$ cat config.mk
export PLATFORM = sky130hd
export DESIGN_NAME = channel_config_high
export DESIGN_NICKNAME = d
export VERILOG_FILES = /design/src/channel_config_high_pkg.sv /design/src/channel_config_high.sv
export SDC_FILE = /design/constraint.sdc
export NUM_CORES = 1
export LEC_CHECK = 0
export ABC_AREA = 1
export BUFFER_PORTS_ARGS = -buffer_cell sky130_fd_sc_hd__buf_2
export CAP_MARGIN = 10
export CELL_PAD_IN_SITES_DETAIL_PLACEMENT = 1
export CELL_PAD_IN_SITES_GLOBAL_PLACEMENT = 1
export CORE_MARGIN = 3
export CORE_UTILIZATION = 30
export DETAILED_ROUTE_END_ITERATION = 16
export PLACE_DENSITY = 0.8
export SYNTH_ARGS = -nofsm -noshare
export SYNTH_HDL_FRONTEND = slang
export SYNTH_SLANG_ARGS = --single-unit
export TNS_END_PERCENT = 20
$ cat constraint.sdc
create_clock -name clk_sys -period 1.7 [get_ports clk_sys]
set_clock_uncertainty 0.1 [all_clocks]
set_input_delay 0.34 -clock clk_sys [delete_from_list [all_inputs] [get_ports clk_sys]]
set_output_delay 0.34 -clock clk_sys [all_outputs]
set_load 0.005 [all_outputs]
$ cat src/channel_config_high_pkg.sv
// constants for the upper channel configuration word
package channel_config_high_pkg;
  // ---------------------------------------------------------------
  // register map
  // ---------------------------------------------------------------
  localparam int ADDR_W = 8;
  localparam logic [ADDR_W-1:0] CHANNEL_CONFIG_HIGH_OFFSET = 8'h9c;
  localparam logic [31:0] CHANNEL_CONFIG_HIGH_RESET = 32'h00000004;

  // ---------------------------------------------------------------
  // field layout
  // ---------------------------------------------------------------
  localparam int IF_W = 4;
  localparam int PROT_W = 3;
  localparam int DEST_IF_LSB = 11;
  localparam int SRC_IF_LSB = 7;
  localparam int PROT_LSB = 2;
  localparam int FF_MODE_BIT = 1;
  localparam int FW_MODE_BIT = 0;
  localparam int USED_BITS = 15;

  // ---------------------------------------------------------------
  // bus protection
  // ---------------------------------------------------------------
  // the channel never fetches opcodes, so every access is data
  localparam logic HPROT_DATA_ACCESS = 1'b1;
endpackage : channel_config_high_pkg

$ cat src/channel_config_high.sv
// upper configuration word of one dma channel and its request gating
// Contract
// RULE1: destination field picks hardware handshake interface
// RULE2: source field picks hardware handshake interface
// RULE3: software maps each interface to one endpoint
// RULE4: protection bits drive hprot three to one
// RULE5: hprot bit zero always high
// RULE6: reset word four, privileged data access
// RULE7: mode zero services at one transfer
// RULE8: mode one waits half fifo depth
// RULE9: flow mode zero services source immediately, prefetches
// RULE10: flow mode one holds source until destination
// RULE11: select bit chooses hardware or software handshake
// RULE12: reserved bits read zero, writes ignored
`timescale 1ns/1ps
`default_nettype none
module channel_config_high
  import channel_config_high_pkg::*;
#(
  parameter int FIFO_DEPTH = 16,
  parameter int CNT_W = 5,
  parameter int NUM_IF = 16
) (
  // clock, reset and enable
  input wire logic clk_sys,
  input wire logic rst,
  input wire logic clk_en,
  // register port
  input wire logic [ADDR_W-1:0] reg_addr,
  input wire logic [31:0] reg_wdata,
  input wire logic reg_wr,
  input wire logic reg_rd,
  output logic [31:0] reg_rdata,
  // handshake selects from the lower configuration word
  input wire logic source_sw_handshake,
  input wire logic dest_sw_handshake,
  // transfer type
  input wire logic source_is_memory,
  input wire logic dest_is_memory,
  input wire logic dest_is_flow_controller,
  // transaction requests
  input wire logic [NUM_IF-1:0] hw_request,
  input wire logic sw_source_request,
  input wire logic sw_dest_request,
  // fifo occupancy in items of the programmed transfer width
  input wire logic [CNT_W-1:0] fifo_data,
  input wire logic [CNT_W-1:0] fifo_space,
  input wire logic burst_end,
  input wire logic block_end,
  // to the bus master and the channel engine
  output logic [3:0] hprot,
  output logic [IF_W-1:0] source_handshake_select,
  output logic [IF_W-1:0] dest_handshake_select,
  output logic source_service,
  output logic dest_service,
  output logic prefetch_enable
);

  // ---------------------------------------------------------------
  // state
  // ---------------------------------------------------------------
  typedef struct packed {
    logic [IF_W-1:0] dest_if;
    logic [IF_W-1:0] src_if;
    logic [PROT_W-1:0] prot;
    logic ff_mode;
    logic fw_mode;
    logic [31:0] rdata;
    logic [3:0] hprot;
    logic src_service;
    logic dst_service;
    logic prefetch;
    logic dst_seen;
  } state_t;

  localparam logic [CNT_W-1:0] HALF_DEPTH = CNT_W'(FIFO_DEPTH / 2);

  localparam state_t RESET_STATE = '{
    dest_if: CHANNEL_CONFIG_HIGH_RESET[DEST_IF_LSB +: IF_W],
    src_if: CHANNEL_CONFIG_HIGH_RESET[SRC_IF_LSB +: IF_W],
    prot: CHANNEL_CONFIG_HIGH_RESET[PROT_LSB +: PROT_W],
    ff_mode: CHANNEL_CONFIG_HIGH_RESET[FF_MODE_BIT],
    fw_mode: CHANNEL_CONFIG_HIGH_RESET[FW_MODE_BIT],
    rdata: 32'h00000000,
    hprot: {CHANNEL_CONFIG_HIGH_RESET[PROT_LSB +: PROT_W],
            HPROT_DATA_ACCESS},
    src_service: 1'b0,
    dst_service: 1'b0,
    prefetch: 1'b1,
    dst_seen: 1'b0
  };

  state_t cur;
  state_t next_cur;

  logic hit;
  logic src_raw;
  logic dst_raw;
  logic src_room;
  logic dst_room;
  logic hold_source;
  logic src_gate;
  logic any_end;
  logic [31:0] readback;

  // ---------------------------------------------------------------
  // next state
  // ---------------------------------------------------------------
  always_comb begin
    next_cur = cur;
    hit = (reg_addr == CHANNEL_CONFIG_HIGH_OFFSET);
    any_end = burst_end | block_end;

    // only the documented fields come back, the rest read zero
    readback = 32'h00000000;
    readback[DEST_IF_LSB +: IF_W] = cur.dest_if; // RULE12
    readback[SRC_IF_LSB +: IF_W] = cur.src_if;
    readback[PROT_LSB +: PROT_W] = cur.prot;
    readback[FF_MODE_BIT] = cur.ff_mode;
    readback[FW_MODE_BIT] = cur.fw_mode;

    // a memory endpoint is always ready, its select bit is unused
    if (source_is_memory) begin
      src_raw = 1'b1;
    end else if (source_sw_handshake) begin
      src_raw = sw_source_request; // RULE11
    end else begin
      src_raw = hw_request[cur.src_if]; // RULE2
    end
    if (dest_is_memory) begin
      dst_raw = 1'b1;
    end else if (dest_sw_handshake) begin
      dst_raw = sw_dest_request; // RULE11
    end else begin
      dst_raw = hw_request[cur.dest_if]; // RULE1
    end

    // fifo threshold before a burst is serviced
    if (cur.ff_mode) begin
      src_room = (fifo_space > HALF_DEPTH) | any_end; // RULE8
      dst_room = (fifo_data >= HALF_DEPTH) | any_end; // RULE8
    end else begin
      src_room = (fifo_space != '0); // RULE7
      dst_room = (fifo_data != '0); // RULE7
    end

    // with the destination in charge of flow, mode one reads the
    // source only on demand and only with an empty fifo, so nothing
    // can be stranded when the destination ends the block
    hold_source = dest_is_flow_controller & cur.fw_mode;
    if (hold_source) begin
      src_gate = (cur.dst_seen | dst_raw) & (fifo_data == '0); // RULE10
    end else begin
      src_gate = 1'b1; // RULE9
    end

    if (!hold_source) begin
      next_cur.dst_seen = 1'b0;
    end else if (dst_raw) begin
      next_cur.dst_seen = 1'b1;
    end else if (block_end) begin
      next_cur.dst_seen = 1'b0;
    end

    next_cur.src_service = src_raw & src_room & src_gate;
    next_cur.dst_service = dst_raw & dst_room;
    next_cur.prefetch = ~hold_source; // RULE9
    next_cur.hprot = {cur.prot, HPROT_DATA_ACCESS}; // RULE4 RULE5

    if (reg_wr && hit) begin
      // reserved positions are dropped on the floor
      next_cur.dest_if = reg_wdata[DEST_IF_LSB +: IF_W]; // RULE12
      next_cur.src_if = reg_wdata[SRC_IF_LSB +: IF_W];
      next_cur.prot = reg_wdata[PROT_LSB +: PROT_W];
      next_cur.ff_mode = reg_wdata[FF_MODE_BIT];
      next_cur.fw_mode = reg_wdata[FW_MODE_BIT];
    end

    // unmapped reads answer zero
    next_cur.rdata = 32'h00000000;
    if (reg_rd && hit) begin
      next_cur.rdata = readback;
    end
  end

  // ---------------------------------------------------------------
  // registers
  // ---------------------------------------------------------------
  always_ff @(posedge clk_sys or posedge rst) begin
    if (rst) begin
      cur <= RESET_STATE; // RULE6
    end else if (clk_en) begin
      cur <= next_cur;
    end
  end

  assign reg_rdata = cur.rdata;
  assign hprot = cur.hprot;
  assign source_handshake_select = cur.src_if;
  assign dest_handshake_select = cur.dest_if;
  assign source_service = cur.src_service;
  assign dest_service = cur.dst_service;
  assign prefetch_enable = cur.prefetch;

  // ---------------------------------------------------------------
  // checks
  // ---------------------------------------------------------------
  data_access_a: assert property ( // RULE5
    @(posedge clk_sys) disable iff (rst) hprot[0] == 1'b1)
    else $error("hprot bit zero not high");

  prot_mapping_a: assert property ( // RULE4
    @(posedge clk_sys) disable iff (rst)
    $past(clk_en) |-> hprot[3:1] == $past(cur.prot))
    else $error("hprot does not follow protection bits");

  reset_prot_a: assert property ( // RULE6
    @(posedge clk_sys) disable iff (rst)
    $past(rst) |-> hprot == 4'h3 && cur.prot == 3'h1)
    else $error("protection reset value wrong");

  reserved_zero_a: assert property ( // RULE12
    @(posedge clk_sys) disable iff (rst)
    $past(clk_en) && $past(reg_rd) |->
      reg_rdata[31:USED_BITS] == '0 && reg_rdata[6:5] == 2'h0)
    else $error("reserved bits read nonzero");

  write_read_a: assert property ( // RULE12
    @(posedge clk_sys) disable iff (rst)
    clk_en && reg_wr && hit ##1 clk_en && reg_rd && hit && !reg_wr
    |=> reg_rdata == ($past(reg_wdata, 2) & 32'h00007f9f))
    else $error("readback does not match write");

  src_hw_a: assert property ( // RULE2
    @(posedge clk_sys) disable iff (rst)
    $past(clk_en) && source_service && !$past(source_is_memory)
      && !$past(source_sw_handshake)
    |-> $past(hw_request[cur.src_if]))
    else $error("source served without its hardware request");

  dst_hw_a: assert property ( // RULE1
    @(posedge clk_sys) disable iff (rst)
    $past(clk_en) && dest_service && !$past(dest_is_memory)
      && !$past(dest_sw_handshake)
    |-> $past(hw_request[cur.dest_if]))
    else $error("destination served without its hardware request");

  sw_select_a: assert property ( // RULE11
    @(posedge clk_sys) disable iff (rst)
    $past(clk_en) && source_service && !$past(source_is_memory)
      && $past(source_sw_handshake)
    |-> $past(sw_source_request))
    else $error("source served without software request");

  single_xfer_a: assert property ( // RULE7
    @(posedge clk_sys) disable iff (rst)
    $past(clk_en) && !$past(cur.ff_mode) && dest_service
    |-> $past(fifo_data) != '0)
    else $error("destination served from empty fifo");

  half_depth_a: assert property ( // RULE8
    @(posedge clk_sys) disable iff (rst)
    $past(clk_en) && $past(cur.ff_mode) && source_service
    |-> $past(fifo_space) > HALF_DEPTH || $past(burst_end)
      || $past(block_end))
    else $error("source served below half depth space");

  prefetch_mode_a: assert property ( // RULE9
    @(posedge clk_sys) disable iff (rst)
    $past(clk_en) |-> prefetch_enable ==
      !($past(dest_is_flow_controller) && $past(cur.fw_mode)))
    else $error("prefetch enable wrong");

  hold_source_a: assert property ( // RULE10
    @(posedge clk_sys) disable iff (rst)
    $past(clk_en) && source_service && $past(dest_is_flow_controller)
      && $past(cur.fw_mode)
    |-> $past(fifo_data) == '0)
    else $error("source served ahead of destination");

  dest_first_a: assert property ( // RULE10
    @(posedge clk_sys) disable iff (rst)
    $past(clk_en) && source_service && $past(hold_source)
    |-> $past(cur.dst_seen) || $past(dst_raw))
    else $error("source served before any destination request");

  dst_sw_select_a: assert property ( // RULE11
    @(posedge clk_sys) disable iff (rst)
    $past(clk_en) && dest_service && !$past(dest_is_memory)
      && $past(dest_sw_handshake)
    |-> $past(sw_dest_request))
    else $error("destination served without software request");

  src_single_a: assert property ( // RULE7
    @(posedge clk_sys) disable iff (rst)
    $past(clk_en) && !$past(cur.ff_mode) && source_service
    |-> $past(fifo_space) != '0)
    else $error("source served into full fifo");

  dst_half_a: assert property ( // RULE8
    @(posedge clk_sys) disable iff (rst)
    $past(clk_en) && $past(cur.ff_mode) && dest_service
    |-> $past(fifo_data) >= HALF_DEPTH || $past(burst_end)
      || $past(block_end))
    else $error("destination served below half depth data");

  select_write_a: assert property ( // RULE1
    @(posedge clk_sys) disable iff (rst)
    $past(clk_en && reg_wr && hit) |->
      dest_handshake_select == $past(reg_wdata[DEST_IF_LSB +: IF_W])
      && source_handshake_select == $past(reg_wdata[SRC_IF_LSB +: IF_W]))
    else $error("handshake selects do not follow write");

endmodule : channel_config_high
`default_nettype wire

==> results by group <==
Worst setup path
  – Number of cells traversed by the worst register-to-register path: 10
  – Element type at the critical path start: register
  – Maximum net fanout on the critical path: 10
  – Worst path most repeated cell: sky130_fd_sc_hd__nand2_1
  – Path length in cells of the critical path: 10
  – Start-to-end type of the worst setup path: register to register
  – Gate family responsible for the most delay along the worst path: flip-flops
  – Largest stage delay on the critical path: 0.45 ns
  – Endpoint required time on the critical path: 1.83 ns
  – Element type at the critical path end: register
  – Critical path's slowest cell: sky130_fd_sc_hd__dfrtp_2
  – Crit-path cells: buf_4 > a21oi_1 > o21ai_0 > nand3_1 > nand3_1 > nand2_1 > nand2_1 > a21oi_1 > nand2_1 > nand2_1
  – Combined buffer and inverter count along the critical path: 1
  – Data arrival, critical path: between 1.5 and 2 ns

Route
  – Total Wirelength: 6140 um
  – Vias per std cell: approximately 4.5
  – Via count: approximately 2000
  – DRC viols: 0
  – Antenna viol nets, final: 0
  – Average wire per cell in the routed design: 14.1 um
  – First drt pass iteration count: 4
  – DRC violation total after the first TritonRoute iteration: 40

Worst hold path
  – HP Class: input port to register
  – Hold Path Depth: 2

STA
  – Final hold violations: 0
  – Final number of max-transition violations: 0
  – Final Critical Period: about 1.6 ns
  – Worst Max-Slew Pin Slew: approximately 0.53 ns
  – Final number of setup-violating endpoints: 0
  – Aggregate negative setup slack: 0 ns
  – Unrepaired setup endpoints after global routing: no
  – Headroom to the max-slew limit: roughly 64%
  – Timing-limited maximum frequency: 633 MHz
  – Final cycle utilization of the critical path: between 90 and 100%

CTS
  – TritonCTS sink count: 33
  – Skew-Pair Late Insertion Delay: ~0.29 ns
  – Total CTS buffers: 5
  – Reg clk slew, reported paths: 0.08 ns
  – Clock buffer depth: 2
  – TritonCTS clock tree: yes
  – CTS root buffer: sky130_fd_sc_hd__clkbuf_8
  – Level count of the clock H-tree: 2

Synth
  – Number of warnings printed during yosys synthesis: 0
  – Number of different library cells in the post-synthesis netlist: 30
  – Proportion of netlist area held by the largest area contributor: 34.4%
  – Sequential fraction of the synthesis area: 38.0%
  – Biggest area contributors in the synthesized netlist: sky130_fd_sc_hd__dfrtp_1, sky130_fd_sc_hd__buf_4, sky130_fd_sc_hd__nand2_1
  – Dominant cell type by area after synthesis: sky130_fd_sc_hd__dfrtp_1
  – Number of flip-flops and latches in the synthesized netlist: 33
  – Cell area after synthesis: about 2200 sq um
  – Number of standard cells after synthesis: between 200 and 300
  – Avg Inst Size Synth: about 8.4 sq um

Floorplan
  – Horizontal die dimension: 91.3 um
  – Full die area: 8340 sq um
  – IO Pins: 127
  – Effective utilization at floorplan: 31.6%
  – # rows: 30
  – Core footprint: a little under 7000 sq um
  – Chip height: 91.3 um

Placement
  – Placement Cell Area: 2550 sq um
  – Placer congestion estimate: 0.877
  – Total of buffers placed on input and output ports: 87
  – Post-DP HPWL: 4880 um

GRT
  – Antenna violations before repair: 0
  – Largest net degree at the start of global routing: 23
  – Gr ovfl total: 0
  – GRT Resource Usage Total: 14.3%
  – First-pass GRT wire length: 9560 um
  – Number of global-route vias before repair: 2021

Final layout
  – Nets@finish: 417
  – Area growth from synthesis to layout: 22.9%
  – Number of diodes added for antenna fixing: 0
  – Final Cell Area: 2680 sq um
  – Fraction of final layout cells sized beyond drive strength 1: 43.5%

Power
  – VDD IR max: 0.000209 V
  – Leakage Power: 1.50 nW
  – Cell Pwr Density: a little over 600 nW/um^2

Status
  – Run status: finished clean

Run
  – Max-Cap Viols: 0
-- worst register-to-register path, delay by kind of cell (launching register included) --
| family | cells | cell delay [ns] |
|---|---|---|
| AOI/OAI and AO/OA | 3 | 0.37 |
| buffers and inverters | 1 | 0.19 |
| and+or+nand+nor | 6 | 0.40 |
| DFF | 1 | 0.45 |
-- cell usage in the layout, fill, tap and decap left out, types with 5 or more instances in the layout --
master                     Yosys  layout
sky130_fd_sc_hd__dfrtp_1      30      28
sky130_fd_sc_hd__clkbuf_8      0       5
sky130_fd_sc_hd__mux2_4       10      10
sky130_fd_sc_hd__buf_4        44      12
sky130_fd_sc_hd__buf_2         2      87
sky130_fd_sc_hd__a21oi_1       9       8
sky130_fd_sc_hd__nand2_1      55      55
sky130_fd_sc_hd__conb_1        2      20
sky130_fd_sc_hd__nand3_1      21      20
sky130_fd_sc_hd__o21ai_0      11      10
sky130_fd_sc_hd__inv_1        35      34
sky130_fd_sc_hd__o21ai_2      10      10
-- layout make-up --
| class | count | area, sq um |
|---|---|---|
| Multi-Input combinational cell | 158 | 920 |
| Clock buffer | 5 | 68.8 |
| Clock inverter | 3 | 17.5 |
| Tap cell | 96 | 120 |
| Fill cell | 906 | 4220 |
| Timing Repair Buffer | 103 | 587 |
| Inverter | 36 | 138 |
| Sequential cell | 33 | 832 |
-- cell families (layout without fill, tap and decap cells) --
| kind of cell | count (synthesis) | after routing | share of synthesized area (%) |
|---|---|---|---|
| multiplexers | 13 | 13 | 8.42 |
| other | 2 | 20 | 0.344 |
| AND/OR/NAND/NOR | 87 | 87 | 18.2 |
| buffers and inverters | 87 | 147 | 23.4 |
| flip-flops | 33 | 33 | 38.0 |
| AO/OA/AOI/OAI | 38 | 38 | 11.6 |
-- Yosys cell counts, drive strengths merged --
library cell and instances:
dfrtp 30, o211ai 3, nand2 56, nor4 2, a32o 2, a211oi 1, a22oi 1, a21oi 9
o32ai 1, clkbuf 3, buf 48, nand3 22, or2 1, dfstp 3, or3 1, nand4 2
o21ai 21, mux2 13, inv 36, nor2 3, conb 2
-- routing by layer --
metal	track usage (%)	vias to the layer above	routed length, um
met5	0	-	0
li1	-	924	-
met3	4.39	6	385
met2	25.8	70	3120
met1	16.7	952	2570
met4	3.14	0	62
-- state kept, by name, indices dropped and copies added (netlist names) --
register	cells
prefetch_enable	1
dest_service	1
cur	6
hprot	3
dest_handshake_select	4
source_service	1
reg_rdata	13
source_handshake_select	4
-- path summary, 6_finish.rpt --
| check | start | end | slack (ns) |
|---|---|---|---|
| max reg2reg | source_handshake_select[0]$_DFFE_PP0P_ | source_service$_DFFE_PP0P_ | 0.12 |
| min in group asynchronous | rst | reg_rdata[11]$_DFFE_PP0P_ | 0.52 |
| min reg2reg | hprot[3]$_DFFE_PP0P_ | hprot[3]$_DFFE_PP0P_ | 0.37 |
| max in group asynchronous | rst | prefetch_enable$_DFFE_PP1P_ | 0.41 |
| max | source_handshake_select[0]$_DFFE_PP0P_ | source_service$_DFFE_PP0P_ | 0.12 |
| min | reg_wdata[11] | dest_handshake_select[0]$_DFFE_PP0P_ | 0.18 |
-- metrics by stage --
step | utilization (%) | setup WS [ns] | instances | hold WS (ns) | power (mW)
floorplan | - | 0.229 | 278 | 0.343 | 0.990
global placement | 36.9 | 0.113 | 422 | 0.288 | 1.08
detailed placement | 36.9 | 0.0751 | 422 | 0.301 | 1.09
CTS | 38.3 | 0.0606 | 431 | 0.171 | 1.69
global route | 38.8 | 0.00307 | 434 | 0.168 | 1.76
finish | 38.8 | 0.119 | 434 | 0.178 | 1.67
-- report_power, final --
part           internal, mW  switching, mW  total [mW]  leakage, nW
logic                 0.118          0.137       0.255         1.01
registers             0.806         0.0145       0.821        0.440
clock network         0.283          0.314       0.597       0.0439
total                  1.21          0.466        1.67         1.50
-- repair_timing --
| action | 4_1_cts | 5_1_grt |
|---|---|---|
| hold endpoints to repair | 9 | 0 |
| resized for setup | 0 | 9 |
| hold buffers | 1 | 0 |
| setup endpoints to repair | 0 | 3 |
| setup buffers | 0 | 2 |
No activity file was read; power rests on OpenSTA's default activity.
